==> src/pkg/err_report_consts.svh <==
`ifndef ERR_REPORT_CONSTS_SVH
`define ERR_REPORT_CONSTS_SVH
// What this block does
// - posted error: posted high; device sends Non-Fatal message if enabled
// - completion queue full drops ready; user stops UR and abort strobes
// - disabled messages are suppressed, status bits are always set
// - with AER, severity and mask registers choose messages and severity
// - UR non-posted: UR completion; with AER correctable message if enabled
// - UR posted: no completion; Non-Fatal, or severity-graded with AER
// - abort: CA completion; Non-Fatal, or Correctable/graded with AER by posted
// - advisory errors send nothing without AER, Correctable with AER
// - fatal-capable errors send Non-Fatal, or severity-graded with AER
// - correctable strobe sends Correctable; header overflow counts only with AER
// - malformed sends Fatal without AER, severity-graded with AER

// register byte offsets
`define REG_CTRL 8'h00
`define REG_DEV_STATUS 8'h04
`define REG_UNC_STATUS 8'h08
`define REG_UNC_MASK 8'h0C
`define REG_UNC_SEVERITY 8'h10
`define REG_COR_STATUS 8'h14
`define REG_COR_MASK 8'h18
`define REG_LOG_CTRL 8'h1C
`define REG_HDR_LOG0 8'h20
`define REG_HDR_LOG3 8'h2C

// control register fields
`define CTRL_AER_EN 0
`define CTRL_COR_EN 1
`define CTRL_NF_EN 2
`define CTRL_FATAL_EN 3
`define CTRL_SERR_EN 4
`define CTRL_PWR_LO 8
`define CTRL_PWR_HI 9
`define CTRL_PME_EN 10
`define CTRL_RESET 32'h0000_0000

// device status fields
`define DEV_COR 0
`define DEV_NF 1
`define DEV_FATAL 2
`define DEV_UR 3
`define DEV_PME 4

// uncorrectable status bit positions
`define UNC_POISONED 12
`define UNC_CPL_TIMEOUT 14
`define UNC_CPL_ABORT 15
`define UNC_UNEXP_CPL 16
`define UNC_MALFORMED 18
`define UNC_ECRC 19
`define UNC_UR 20
`define UNC_MC_BLOCKED 23
`define UNC_ATOMIC_BLOCKED 24

// correctable status bit positions
`define COR_ADVISORY 13
`define COR_INTERNAL 14
`define COR_HDR_OVERFLOW 15

`define LOG_SET_BIT 8
`define PWR_D0 2'b00
`define HDR_INFO_W 48
`define HDR_LOG_W 128
`endif

==> src/pkg/err_report_pkg.sv <==
package err_report_pkg;
	typedef enum logic {CPL_UNSUPPORTED, CPL_ABORT} cpl_status_e;
	typedef enum logic [1:0] {MSG_CORRECTABLE, MSG_NONFATAL, MSG_FATAL} msg_kind_e;
	// how an error is turned into a message
	typedef enum logic [2:0] {CLS_NONE, CLS_ADVISORY, CLS_GRADED, CLS_FATAL, CLS_COR} err_class_e;
endpackage : err_report_pkg

==> src/core/err_report.sv <==
// The APB register port and the placing of the registers were chosen for this implementation.
`timescale 1ns/1ps
`include "err_report_consts.svh"
module err_report #(
	parameter int DEPTH = 4
) (
	input wire logic pclk,
	input wire logic presetn,
	input wire logic psel,
	input wire logic penable,
	input wire logic pwrite,
	input wire logic [7:0] paddr,
	input wire logic [31:0] pwdata,
	output logic [31:0] prdata,
	output logic pready,
	output logic pslverr,
	input wire logic report_unsupported_request,
	input wire logic report_completer_abort,
	input wire logic report_cpl_timeout,
	input wire logic report_unexpected_cpl,
	input wire logic report_atomic_egress_block,
	input wire logic report_multicast_block,
	input wire logic report_ecrc,
	input wire logic report_correctable,
	input wire logic report_malformed,
	input wire logic report_poisoned,
	input wire logic error_posted,
	input wire logic error_no_recovery,
	input wire logic [`HDR_INFO_W-1:0] cpl_header_info,
	input wire logic [`HDR_LOG_W-1:0] tlp_header_log,
	input wire logic wake_request_pulse,
	output logic cpl_ready,
	output logic header_logged,
	output logic [1:0] power_state,
	output logic pme_enable,
	output logic cpl_valid,
	output err_report_pkg::cpl_status_e cpl_status,
	output logic [`HDR_INFO_W-1:0] cpl_header,
	input wire logic cpl_taken,
	output logic msg_valid,
	output err_report_pkg::msg_kind_e msg_kind
);
	import err_report_pkg::*;

	localparam int CW = $clog2(DEPTH + 1);

	logic [31:0] ctrl;
	logic [4:0] dev_status;
	logic [31:0] unc_status;
	logic [31:0] unc_mask;
	logic [31:0] unc_severity;
	logic [31:0] cor_status;
	logic [31:0] cor_mask;
	logic [4:0] first_ptr;
	logic [`HDR_LOG_W-1:0] hdr_log;
	logic [`HDR_INFO_W-1:0] q_hdr [DEPTH];
	cpl_status_e q_kind [DEPTH];
	logic [CW-1:0] count;

	logic aer;
	logic wr_en;
	logic [31:0] w1c;
	logic [31:0] unc_hit;
	logic [31:0] cor_hit;
	logic [4:0] hit_ptr;
	logic [4:0] dev_hit;
	err_class_e cls;
	logic cpl_push;
	cpl_status_e cpl_kind;
	logic msg_send;
	msg_kind_e msg_sel;
	logic push;
	logic pop;
	logic [CW-1:0] wr_idx;
	logic [CW-1:0] next_count;
	logic log_now;
	logic log_clear;

	assign aer = ctrl[`CTRL_AER_EN];
	assign wr_en = psel && penable && pready && pwrite;
	assign w1c = wr_en ? pwdata : 32'h0000_0000;

	// classify the single strobe of this cycle; one strobe per clock assumed
	always_comb
	begin
		unc_hit = 32'h0000_0000;
		cor_hit = 32'h0000_0000;
		cls = CLS_NONE;
		cpl_push = 1'b0;
		cpl_kind = CPL_UNSUPPORTED;
		if (report_unsupported_request)
		begin
			unc_hit[`UNC_UR] = 1'b1;
			if (!error_posted)
			begin
				cpl_push = 1'b1;
				cls = CLS_ADVISORY;
			end
			else
				cls = CLS_GRADED;
		end
		else if (report_completer_abort)
		begin
			unc_hit[`UNC_CPL_ABORT] = 1'b1;
			cpl_push = 1'b1;
			cpl_kind = CPL_ABORT;
			cls = (aer && !error_posted) ? CLS_ADVISORY : CLS_GRADED;
		end
		else if (report_cpl_timeout)
		begin
			unc_hit[`UNC_CPL_TIMEOUT] = 1'b1;
			cls = error_no_recovery ? CLS_GRADED : CLS_ADVISORY;
		end
		else if (report_poisoned)
		begin
			unc_hit[`UNC_POISONED] = 1'b1;
			cls = error_no_recovery ? CLS_GRADED : CLS_ADVISORY;
		end
		else if (report_unexpected_cpl)
		begin
			unc_hit[`UNC_UNEXP_CPL] = 1'b1;
			cls = CLS_ADVISORY;
		end
		else if (report_atomic_egress_block)
		begin
			unc_hit[`UNC_ATOMIC_BLOCKED] = 1'b1;
			cls = CLS_ADVISORY;
		end
		else if (report_ecrc)
		begin
			unc_hit[`UNC_ECRC] = 1'b1;
			cls = CLS_GRADED;
		end
		else if (report_multicast_block)
		begin
			unc_hit[`UNC_MC_BLOCKED] = 1'b1;
			cls = CLS_GRADED;
		end
		else if (report_malformed)
		begin
			unc_hit[`UNC_MALFORMED] = 1'b1;
			cls = CLS_FATAL;
		end
		else if (report_correctable)
		begin
			cor_hit[`COR_INTERNAL] = 1'b1;
			cls = CLS_COR;
		end
		if (cls == CLS_ADVISORY && aer)
			cor_hit[`COR_ADVISORY] = 1'b1;
		// overflow only exists once a header is already held, and only with AER
		if (aer && header_logged && cls != CLS_COR && cls != CLS_NONE)
			cor_hit[`COR_HDR_OVERFLOW] = 1'b1;
	end

	// bit position of the uncorrectable error, for the first error pointer
	always_comb
	begin
		hit_ptr = 5'h00;
		for (int i = 0; i < 32; i++)
			if (unc_hit[i])
				hit_ptr = i[4:0];
	end

	// message choice and status; enables gate messages only, never status
	always_comb
	begin
		msg_send = 1'b0;
		msg_sel = MSG_CORRECTABLE;
		dev_hit = 5'h00;
		dev_hit[`DEV_UR] = unc_hit[`UNC_UR];
		case (cls)
			CLS_ADVISORY:
			begin
				if (aer)
				begin
					dev_hit[`DEV_COR] = 1'b1;
					msg_send = ctrl[`CTRL_COR_EN] && !cor_mask[`COR_ADVISORY];
				end
			end
			CLS_GRADED, CLS_FATAL:
			begin
				if (aer)
				begin
					msg_sel = unc_severity[hit_ptr] ? MSG_FATAL : MSG_NONFATAL;
					msg_send = !unc_mask[hit_ptr];
				end
				else
				begin
					msg_sel = (cls == CLS_FATAL) ? MSG_FATAL : MSG_NONFATAL;
					msg_send = 1'b1;
				end
				if (msg_sel == MSG_FATAL)
				begin
					dev_hit[`DEV_FATAL] = 1'b1;
					msg_send = msg_send && (ctrl[`CTRL_FATAL_EN] || ctrl[`CTRL_SERR_EN]);
				end
				else
				begin
					dev_hit[`DEV_NF] = 1'b1;
					msg_send = msg_send && (ctrl[`CTRL_NF_EN] || ctrl[`CTRL_SERR_EN]);
				end
			end
			CLS_COR:
			begin
				dev_hit[`DEV_COR] = 1'b1;
				msg_send = ctrl[`CTRL_COR_EN] && !(aer && cor_mask[`COR_INTERNAL]);
			end
			default:
			begin
				msg_send = 1'b0;
			end
		endcase
	end

	// message strobe, one cycle per reported error
	always_ff @(posedge pclk or negedge presetn)
	begin
		if (!presetn)
		begin
			msg_valid <= 1'b0;
			msg_kind <= MSG_CORRECTABLE;
		end
		else
		begin
			msg_valid <= msg_send;
			msg_kind <= msg_sel;
		end
	end

	// completion queue; ready is the registered room left after this edge
	assign push = cpl_push && cpl_ready;
	assign pop = cpl_valid && cpl_taken;
	assign wr_idx = pop ? count - CW'(1) : count;
	assign next_count = count + CW'(push) - CW'(pop);

	always_ff @(posedge pclk or negedge presetn)
	begin
		if (!presetn)
		begin
			count <= '0;
			cpl_ready <= 1'b1;
			cpl_valid <= 1'b0;
		end
		else
		begin
			count <= next_count;
			cpl_ready <= next_count < CW'(DEPTH);
			cpl_valid <= next_count != '0;
		end
	end

	// shift queue so that entry zero drives the outputs from flops
	always_ff @(posedge pclk or negedge presetn)
	begin
		if (!presetn)
		begin
			for (int i = 0; i < DEPTH; i++)
			begin
				q_hdr[i] <= '0;
				q_kind[i] <= CPL_UNSUPPORTED;
			end
		end
		else
		begin
			for (int i = 0; i < DEPTH; i++)
			begin
				if (push && wr_idx == CW'(i))
				begin
					q_hdr[i] <= cpl_header_info;
					q_kind[i] <= cpl_kind;
				end
				else if (pop && i < DEPTH - 1)
				begin
					q_hdr[i] <= q_hdr[i + 1];
					q_kind[i] <= q_kind[i + 1];
				end
			end
		end
	end

	assign cpl_header = q_hdr[0];
	assign cpl_status = q_kind[0];

	// header log: first uncorrectable error under AER wins until its bit clears
	assign log_now = aer && !header_logged && unc_hit != 32'h0000_0000;
	assign log_clear = header_logged && paddr == `REG_UNC_STATUS && w1c[first_ptr];

	always_ff @(posedge pclk or negedge presetn)
	begin
		if (!presetn)
		begin
			header_logged <= 1'b0;
			first_ptr <= 5'h00;
			hdr_log <= '0;
		end
		else if (log_now)
		begin
			header_logged <= 1'b1;
			first_ptr <= hit_ptr;
			hdr_log <= tlp_header_log;
		end
		else if (log_clear)
			header_logged <= 1'b0;
	end

	// sticky status; a new event wins over a same-cycle software clear
	always_ff @(posedge pclk or negedge presetn)
	begin
		if (!presetn)
		begin
			dev_status <= 5'h00;
			unc_status <= 32'h0000_0000;
			cor_status <= 32'h0000_0000;
		end
		else
		begin
			if (paddr == `REG_DEV_STATUS)
				dev_status <= (dev_status & ~w1c[4:0]) | dev_hit;
			else
				dev_status <= dev_status | dev_hit;
			if (wake_request_pulse && pme_enable && power_state != `PWR_D0)
				dev_status[`DEV_PME] <= 1'b1;
			if (paddr == `REG_UNC_STATUS)
				unc_status <= (unc_status & ~w1c) | unc_hit;
			else
				unc_status <= unc_status | unc_hit;
			if (paddr == `REG_COR_STATUS)
				cor_status <= (cor_status & ~w1c) | cor_hit;
			else
				cor_status <= cor_status | cor_hit;
		end
	end

	// writable configuration; power state is written by the host side
	always_ff @(posedge pclk or negedge presetn)
	begin
		if (!presetn)
		begin
			ctrl <= `CTRL_RESET;
			unc_mask <= 32'h0000_0000;
			unc_severity <= 32'h0000_0000;
			cor_mask <= 32'h0000_0000;
		end
		else if (wr_en)
		begin
			if (paddr == `REG_CTRL)
				ctrl <= pwdata;
			else if (paddr == `REG_UNC_MASK)
				unc_mask <= pwdata;
			else if (paddr == `REG_UNC_SEVERITY)
				unc_severity <= pwdata;
			else if (paddr == `REG_COR_MASK)
				cor_mask <= pwdata;
		end
	end

	// power state seen by the user logic before it reports
	always_ff @(posedge pclk or negedge presetn)
	begin
		if (!presetn)
		begin
			power_state <= `PWR_D0;
			pme_enable <= 1'b0;
		end
		else
		begin
			power_state <= ctrl[`CTRL_PWR_HI:`CTRL_PWR_LO];
			pme_enable <= ctrl[`CTRL_PME_EN];
		end
	end

	// apb slave: one wait state, read data and error registered with pready
	always_ff @(posedge pclk or negedge presetn)
	begin
		if (!presetn)
		begin
			pready <= 1'b0;
			prdata <= 32'h0000_0000;
			pslverr <= 1'b0;
		end
		else
		begin
			pready <= psel && penable && !pready;
			pslverr <= 1'b0;
			prdata <= 32'h0000_0000;
			if (psel && penable && !pready)
			begin
				if (paddr == `REG_CTRL)
					prdata <= ctrl;
				else if (paddr == `REG_DEV_STATUS)
					prdata <= {27'h0000000, dev_status};
				else if (paddr == `REG_UNC_STATUS)
					prdata <= unc_status;
				else if (paddr == `REG_UNC_MASK)
					prdata <= unc_mask;
				else if (paddr == `REG_UNC_SEVERITY)
					prdata <= unc_severity;
				else if (paddr == `REG_COR_STATUS)
					prdata <= cor_status;
				else if (paddr == `REG_COR_MASK)
					prdata <= cor_mask;
				else if (paddr == `REG_LOG_CTRL)
					prdata <= {23'h000000, header_logged, 3'h0, first_ptr};
				else if (paddr >= `REG_HDR_LOG0 && paddr <= `REG_HDR_LOG3 && paddr[1:0] == 2'b00)
					prdata <= hdr_log[paddr[3:2] * 32 +: 32];
				else
					pslverr <= 1'b1; // unmapped: error, reads zero
			end
		end
	end
endmodule : err_report

==> config.mk <==
export PLATFORM = sky130hd
export DESIGN_NAME = err_report
export DESIGN_NICKNAME = d
export VERILOG_FILES = /design/src/pkg/err_report_pkg.sv /design/src/core/err_report.sv
export VERILOG_INCLUDE_DIRS = /design/src /design/src/pkg
export SDC_FILE = /design/constraint.sdc
export NUM_CORES = 1
export LEC_CHECK = 0
export BUFFER_PORTS_ARGS = -buffer_cell sky130_fd_sc_hd__buf_4
export CAP_MARGIN = 0
export CELL_PAD_IN_SITES_DETAIL_PLACEMENT = 2
export CELL_PAD_IN_SITES_GLOBAL_PLACEMENT = 2
export CORE_ASPECT_RATIO = 1.75
export CORE_MARGIN = 3
export CORE_UTILIZATION = 43
export DETAILED_ROUTE_END_ITERATION = 6
export PLACE_DENSITY = 0.95
export SLEW_MARGIN = 30
export SYNTH_ARGS = -nofsm -noshare
export SYNTH_HDL_FRONTEND = slang
export SYNTH_SLANG_ARGS = --single-unit
==> constraint.sdc <==
create_clock -name pclk -period 5.76 [get_ports pclk]
set_clock_uncertainty 0.2 [all_clocks]
set_input_delay 0.576 -clock pclk [delete_from_list [all_inputs] [get_ports pclk]]
set_output_delay 0.576 -clock pclk [all_outputs]
set_load 0.01 [all_outputs]
==> parameters.txt <==
Parameter                              Value

Die
  Initial cell density of the core ... 43.7%
  Placeable core region ... 58700 µm²
  Row count ... 117
  Floorplan die area ... 62800 µm²
  Floorplan die height ... 329 µm
  Horizontal extent of the die ... 191 µm
  Top-Level Pins ... 327

STA
  Fin crit period ... 4060 ps
  Worst max-slew margin expressed relative to the limit ... 33.2%
  Least setup slack across all paths after layout ... 1700 ps
  Final hold viol count ... 0
  Slew Viols, Final ... 0
  Setup repair after global routing missed its margin ... false
  Total setup violations reported at the end of the flow ... 0
  Transition time at the pin with the least slew margin ... 993 ps
  Final worst-path cycle share ... 70.4%
  Max frequency ... 247 MHz
  Final sum of negative setup slack ... 0 ps

Setup path
  Biggest fanout along the worst timing path ... 36
  Master of the slowest instance on the critical path ... sky130_fd_sc_hd__and3_1
  Most numerous cell on the critical path ... sky130_fd_sc_hd__buf_4
  Reg2Reg Setup Slack ... 2370 ps
  Critical path arrival ... 4350 ps
  Logic depth of the worst register-to-register path ... 11
  Largest stage delay, worst path ... 880 ps
  Critical path buffer and inverter count ... 3
  Critical Path Start Type ... input port
  Required time worst endpoint ... 6050 ps
  Crit end category ... flop
  Cells along the critical path ... buf_4 -> nand2_1 -> nor3b_4 -> buf_4 -> and3_1 -> buf_4 -> mux2_2
  Path length in cells of the critical path ... 7
  Critical path type ... in -> reg
  Top Family by Delay on Critical Path ... simple AND/OR/NAND/NOR gates

Logic synthesis
  Register bit count reported by yosys ... 572
  Cell types occupying the most area after synthesis ... sky130_fd_sc_hd__dfrtp_1 (56%), sky130_fd_sc_hd__mux2_2 (13%), sky130_fd_sc_hd__mux2i_1 (6.0%), sky130_fd_sc_hd__a21oi_1 (3.9%), sky130_fd_sc_hd__mux4_2 (3.7%)
  Synthesized area per cell ... 12.4 µm²
  Synthesized-area fraction occupied by xor and xnor cells ... 0.0682%
  Biggest area consumer among synthesized cells ... sky130_fd_sc_hd__dfrtp_1
  Multiplexer share of the synthesized area ... 23.1%
  Share of the synthesized area in the top cell type ... 55.7%
  Combinational family with the most area after synthesis ... multiplexers
  Cell with the most instances after synthesis ... sky130_fd_sc_hd__dfrtp_1
  Fraction of the yosys area taken by sequential cells ... 55.8%
  Area fraction in compound gates after synthesis ... 11.2%
  Most frequent cells after synthesis ... sky130_fd_sc_hd__dfrtp_1 (571), sky130_fd_sc_hd__mux2_2 (306), sky130_fd_sc_hd__nor2_1 (201), sky130_fd_sc_hd__a21oi_1 (198), sky130_fd_sc_hd__mux2i_1 (154)
  Netlist Area Pre-Place ... 25700 µm²
  Fraction of registers with async set/reset ... 100%
  Primary flip-flop cell chosen by synthesis mapping ... sky130_fd_sc_hd__dfrtp_1
  Fraction of the mapped netlist area in adder cells ... 0.224%
  Count of cell types in the netlist ... 74
  Synth Area in Simple Gates ... 5.65%
  Synth Instances ... 2064
  Post-synth EDFFs ... 0
  Net Count, Synth ... 2303
  Yosys warning count ... 0

Clocking
  Number of clock sinks seen by CTS ... 572
  Maximum clock insertion buffer count ... 3
  Number of CTS-inserted buffers ... 54
  TritonCTS clock tree ... done
  Root buf cell ... sky130_fd_sc_hd__clkbuf_16
  CTS-repair resized insts ... 0
  Insertion delay to the later sink of the worst-skew pair ... 660 ps
  CTS clock-pin slew for the worst setup and hold paths ... 80 ps
  Number of levels the H-tree was split into ... 2

Finish
  Final net count ... 2675
  Multi-input logic area ... 10400 µm²
  Utilization of the core after routing ... 54.4%
  Ratio of cells with drive above 1 in the final layout ... 33.2%
  Sequential cell area ... 14300 µm²
  Number of fill cells in the layout ... 5468
  Post-synthesis to final-layout area growth ... 24.5%

Power
  Static leakage power ... 15.3 nW
  Part of the total power dissipated in the clock network ... 34.5%
  Relative contribution of combinational cells to total power ... 20.9%
  Switching power ... 3.63 mW
  Sw Ratio ... 31.2%
  Worst VDD drop ... 0.269 mV
  Internal power ... 8.02 mW
  Power density normalized to cell area ... 365 nW/µm²
  Portion of total power attributed to sequential cells ... 44.6%

Placed design
  GP Congestion ... 0.900
  Half-perimeter wire length after placement ... 66300 µm
  Worst setup timing slack at the placement stage ... 1650 ps
  Number of port buffers ... 326

Global routing
  First-pass GRT wire length ... 177000 µm
  Antenna violations before repair ... 7
  Overall overflow remaining after global route ... 0
  Vias in the first global route ... 24500
  Pin count of the biggest net entering global routing ... 172
  Overall routing resource usage ... 38.5%

Detailed routing
  Number of nets with antenna violations after detailed routing ... 0
  Vias post-DR ... 21400
  Iteration-0 DRC count of the detailed router ... 2317
  Total wirelength of the detailed-routed design ... 122000 µm
  Via density per instance ... 6.58
  Routed wire length per instance ... 37.3 µm
  Total DRC errors in the routed layout ... 0
  Number of detailed-route iterations in the first pass ... 6

Min path
  Kind of path behind the tightest hold check ... in -> reg
  Worst hold path cell count ... 2

Status
  Run status ... finished clean

Flow run
  Maxcap violations ... 0
==> power groups by stage <==
stage / sequential (mW) / combinational [mW] / clock [mW]
3_5_place_dp: 5.23 / 2.28 / 0
5_1_grt: 5.26 / 2.64 / 4.17
3_3_place_gp: 5.12 / 2.01 / 0
4_1_cts: 5.18 / 2.43 / 3.97
2_1_floorplan: 5.04 / 1.54 / 0
6_report: 5.20 / 2.44 / 4.01
==> layout by cell type (no fill, tap or decap), types with 7 or more instances in the layout <==
cell type                       instances
sky130_fd_sc_hd__o21a_1                11
sky130_fd_sc_hd__a22oi_1               27
sky130_fd_sc_hd__mux2_2               306
sky130_fd_sc_hd__a31oi_1                7
sky130_fd_sc_hd__a221oi_1              26
sky130_fd_sc_hd__a211oi_1              36
sky130_fd_sc_hd__nor3_1                 9
sky130_fd_sc_hd__nand2_1               53
sky130_fd_sc_hd__mux4_2                42
sky130_fd_sc_hd__a21boi_0              42
sky130_fd_sc_hd__clkinv_2              15
sky130_fd_sc_hd__clkbuf_16             55
sky130_fd_sc_hd__mux2i_1              154
sky130_fd_sc_hd__buf_4                344
sky130_fd_sc_hd__inv_1                 14
sky130_fd_sc_hd__o22ai_1               38
sky130_fd_sc_hd__nor2_1               200
sky130_fd_sc_hd__dfrtp_1              571
sky130_fd_sc_hd__o21ai_0               24
sky130_fd_sc_hd__clkbuf_8              14
sky130_fd_sc_hd__dlygate4sd3_1        153
sky130_fd_sc_hd__a21oi_1              198
sky130_fd_sc_hd__nand3_1               10
==> what timing repair did <==
action / CTS / global route
endpoints found under the hold margin: 229 / 0
hold buffers: 153 / 0
buffers inserted: 0 / 0
==> state kept, by name, indices dropped and copies added (netlist names), 2 cells and up <==
name,cells
unc_status,32
hdr_log,128
count,3
q_kind,3
prdata,32
unc_mask,32
q_hdr,144
first_ptr,5
cpl_header,48
unc_severity,32
cor_mask,32
ctrl,32
dev_status,5
msg_kind,2
cor_status,32
power_state,2
==> final timing paths <==
check,start,endpoint
setup / recovery,paddr[3],cor_mask[11]
hold / removal,tlp_header_log[33],hdr_log[33]
setup reg to reg,cpl_valid,cpl_valid
hold reg to reg,ctrl[9],power_state[1]
max in group asynchronous,presetn,q_hdr[42]
min in group asynchronous,presetn,q_hdr[97]
==> cell families (layout without fill, tap and decap cells) <==
| family | after synthesis | after routing |
|---|---|---|
| AOI/OAI and AO/OA | 448 | 448 |
| buffers and inverters | 207 | 625 |
| DFF | 572 | 572 |
| adders and majority gates | 4 | 4 |
| and+or+nand+nor | 329 | 329 |
| other | 0 | 5 |
| muxes | 502 | 502 |
| xor gates and xnor gates | 2 | 2 |
==> per-layer routing <==
metal | vias up | routed length (µm) | global-route usage [%]
li1 | 8195 | - | -
met1 | 11100 | 42400 | 44.2
met2 | 1569 | 59200 | 64.7
met3 | 604 | 10400 | 9.70
met4 | 6 | 9670 | 23.2
met5 | - | 38 | 0
==> area by class of cell <==
cell class	instances	area share (%)
tap	773	3.03
antenna	5	0.0392
clock buffer	75	4.98
inverter	15	0.184
sequential	572	44.8
clock inverter	27	0.936
timing repair buffer	508	13.5
multi-input combinational	1285	32.5
==> per-stage QoR <==
step           cell area, µm²  power [mW]  hold WS [ps]  cells
6_report                32000        11.7          34.5   3260
5_1_grt                 31900        12.1          24.6   3255
4_1_cts                 31900        11.6         0.966   3254
3_5_place_dp            28500        7.51           230   2999
3_3_place_gp            28400        7.14           190   2996
2_1_floorplan           25700        6.58          80.4   2064
No activity file was read; power rests on OpenSTA's default activity.
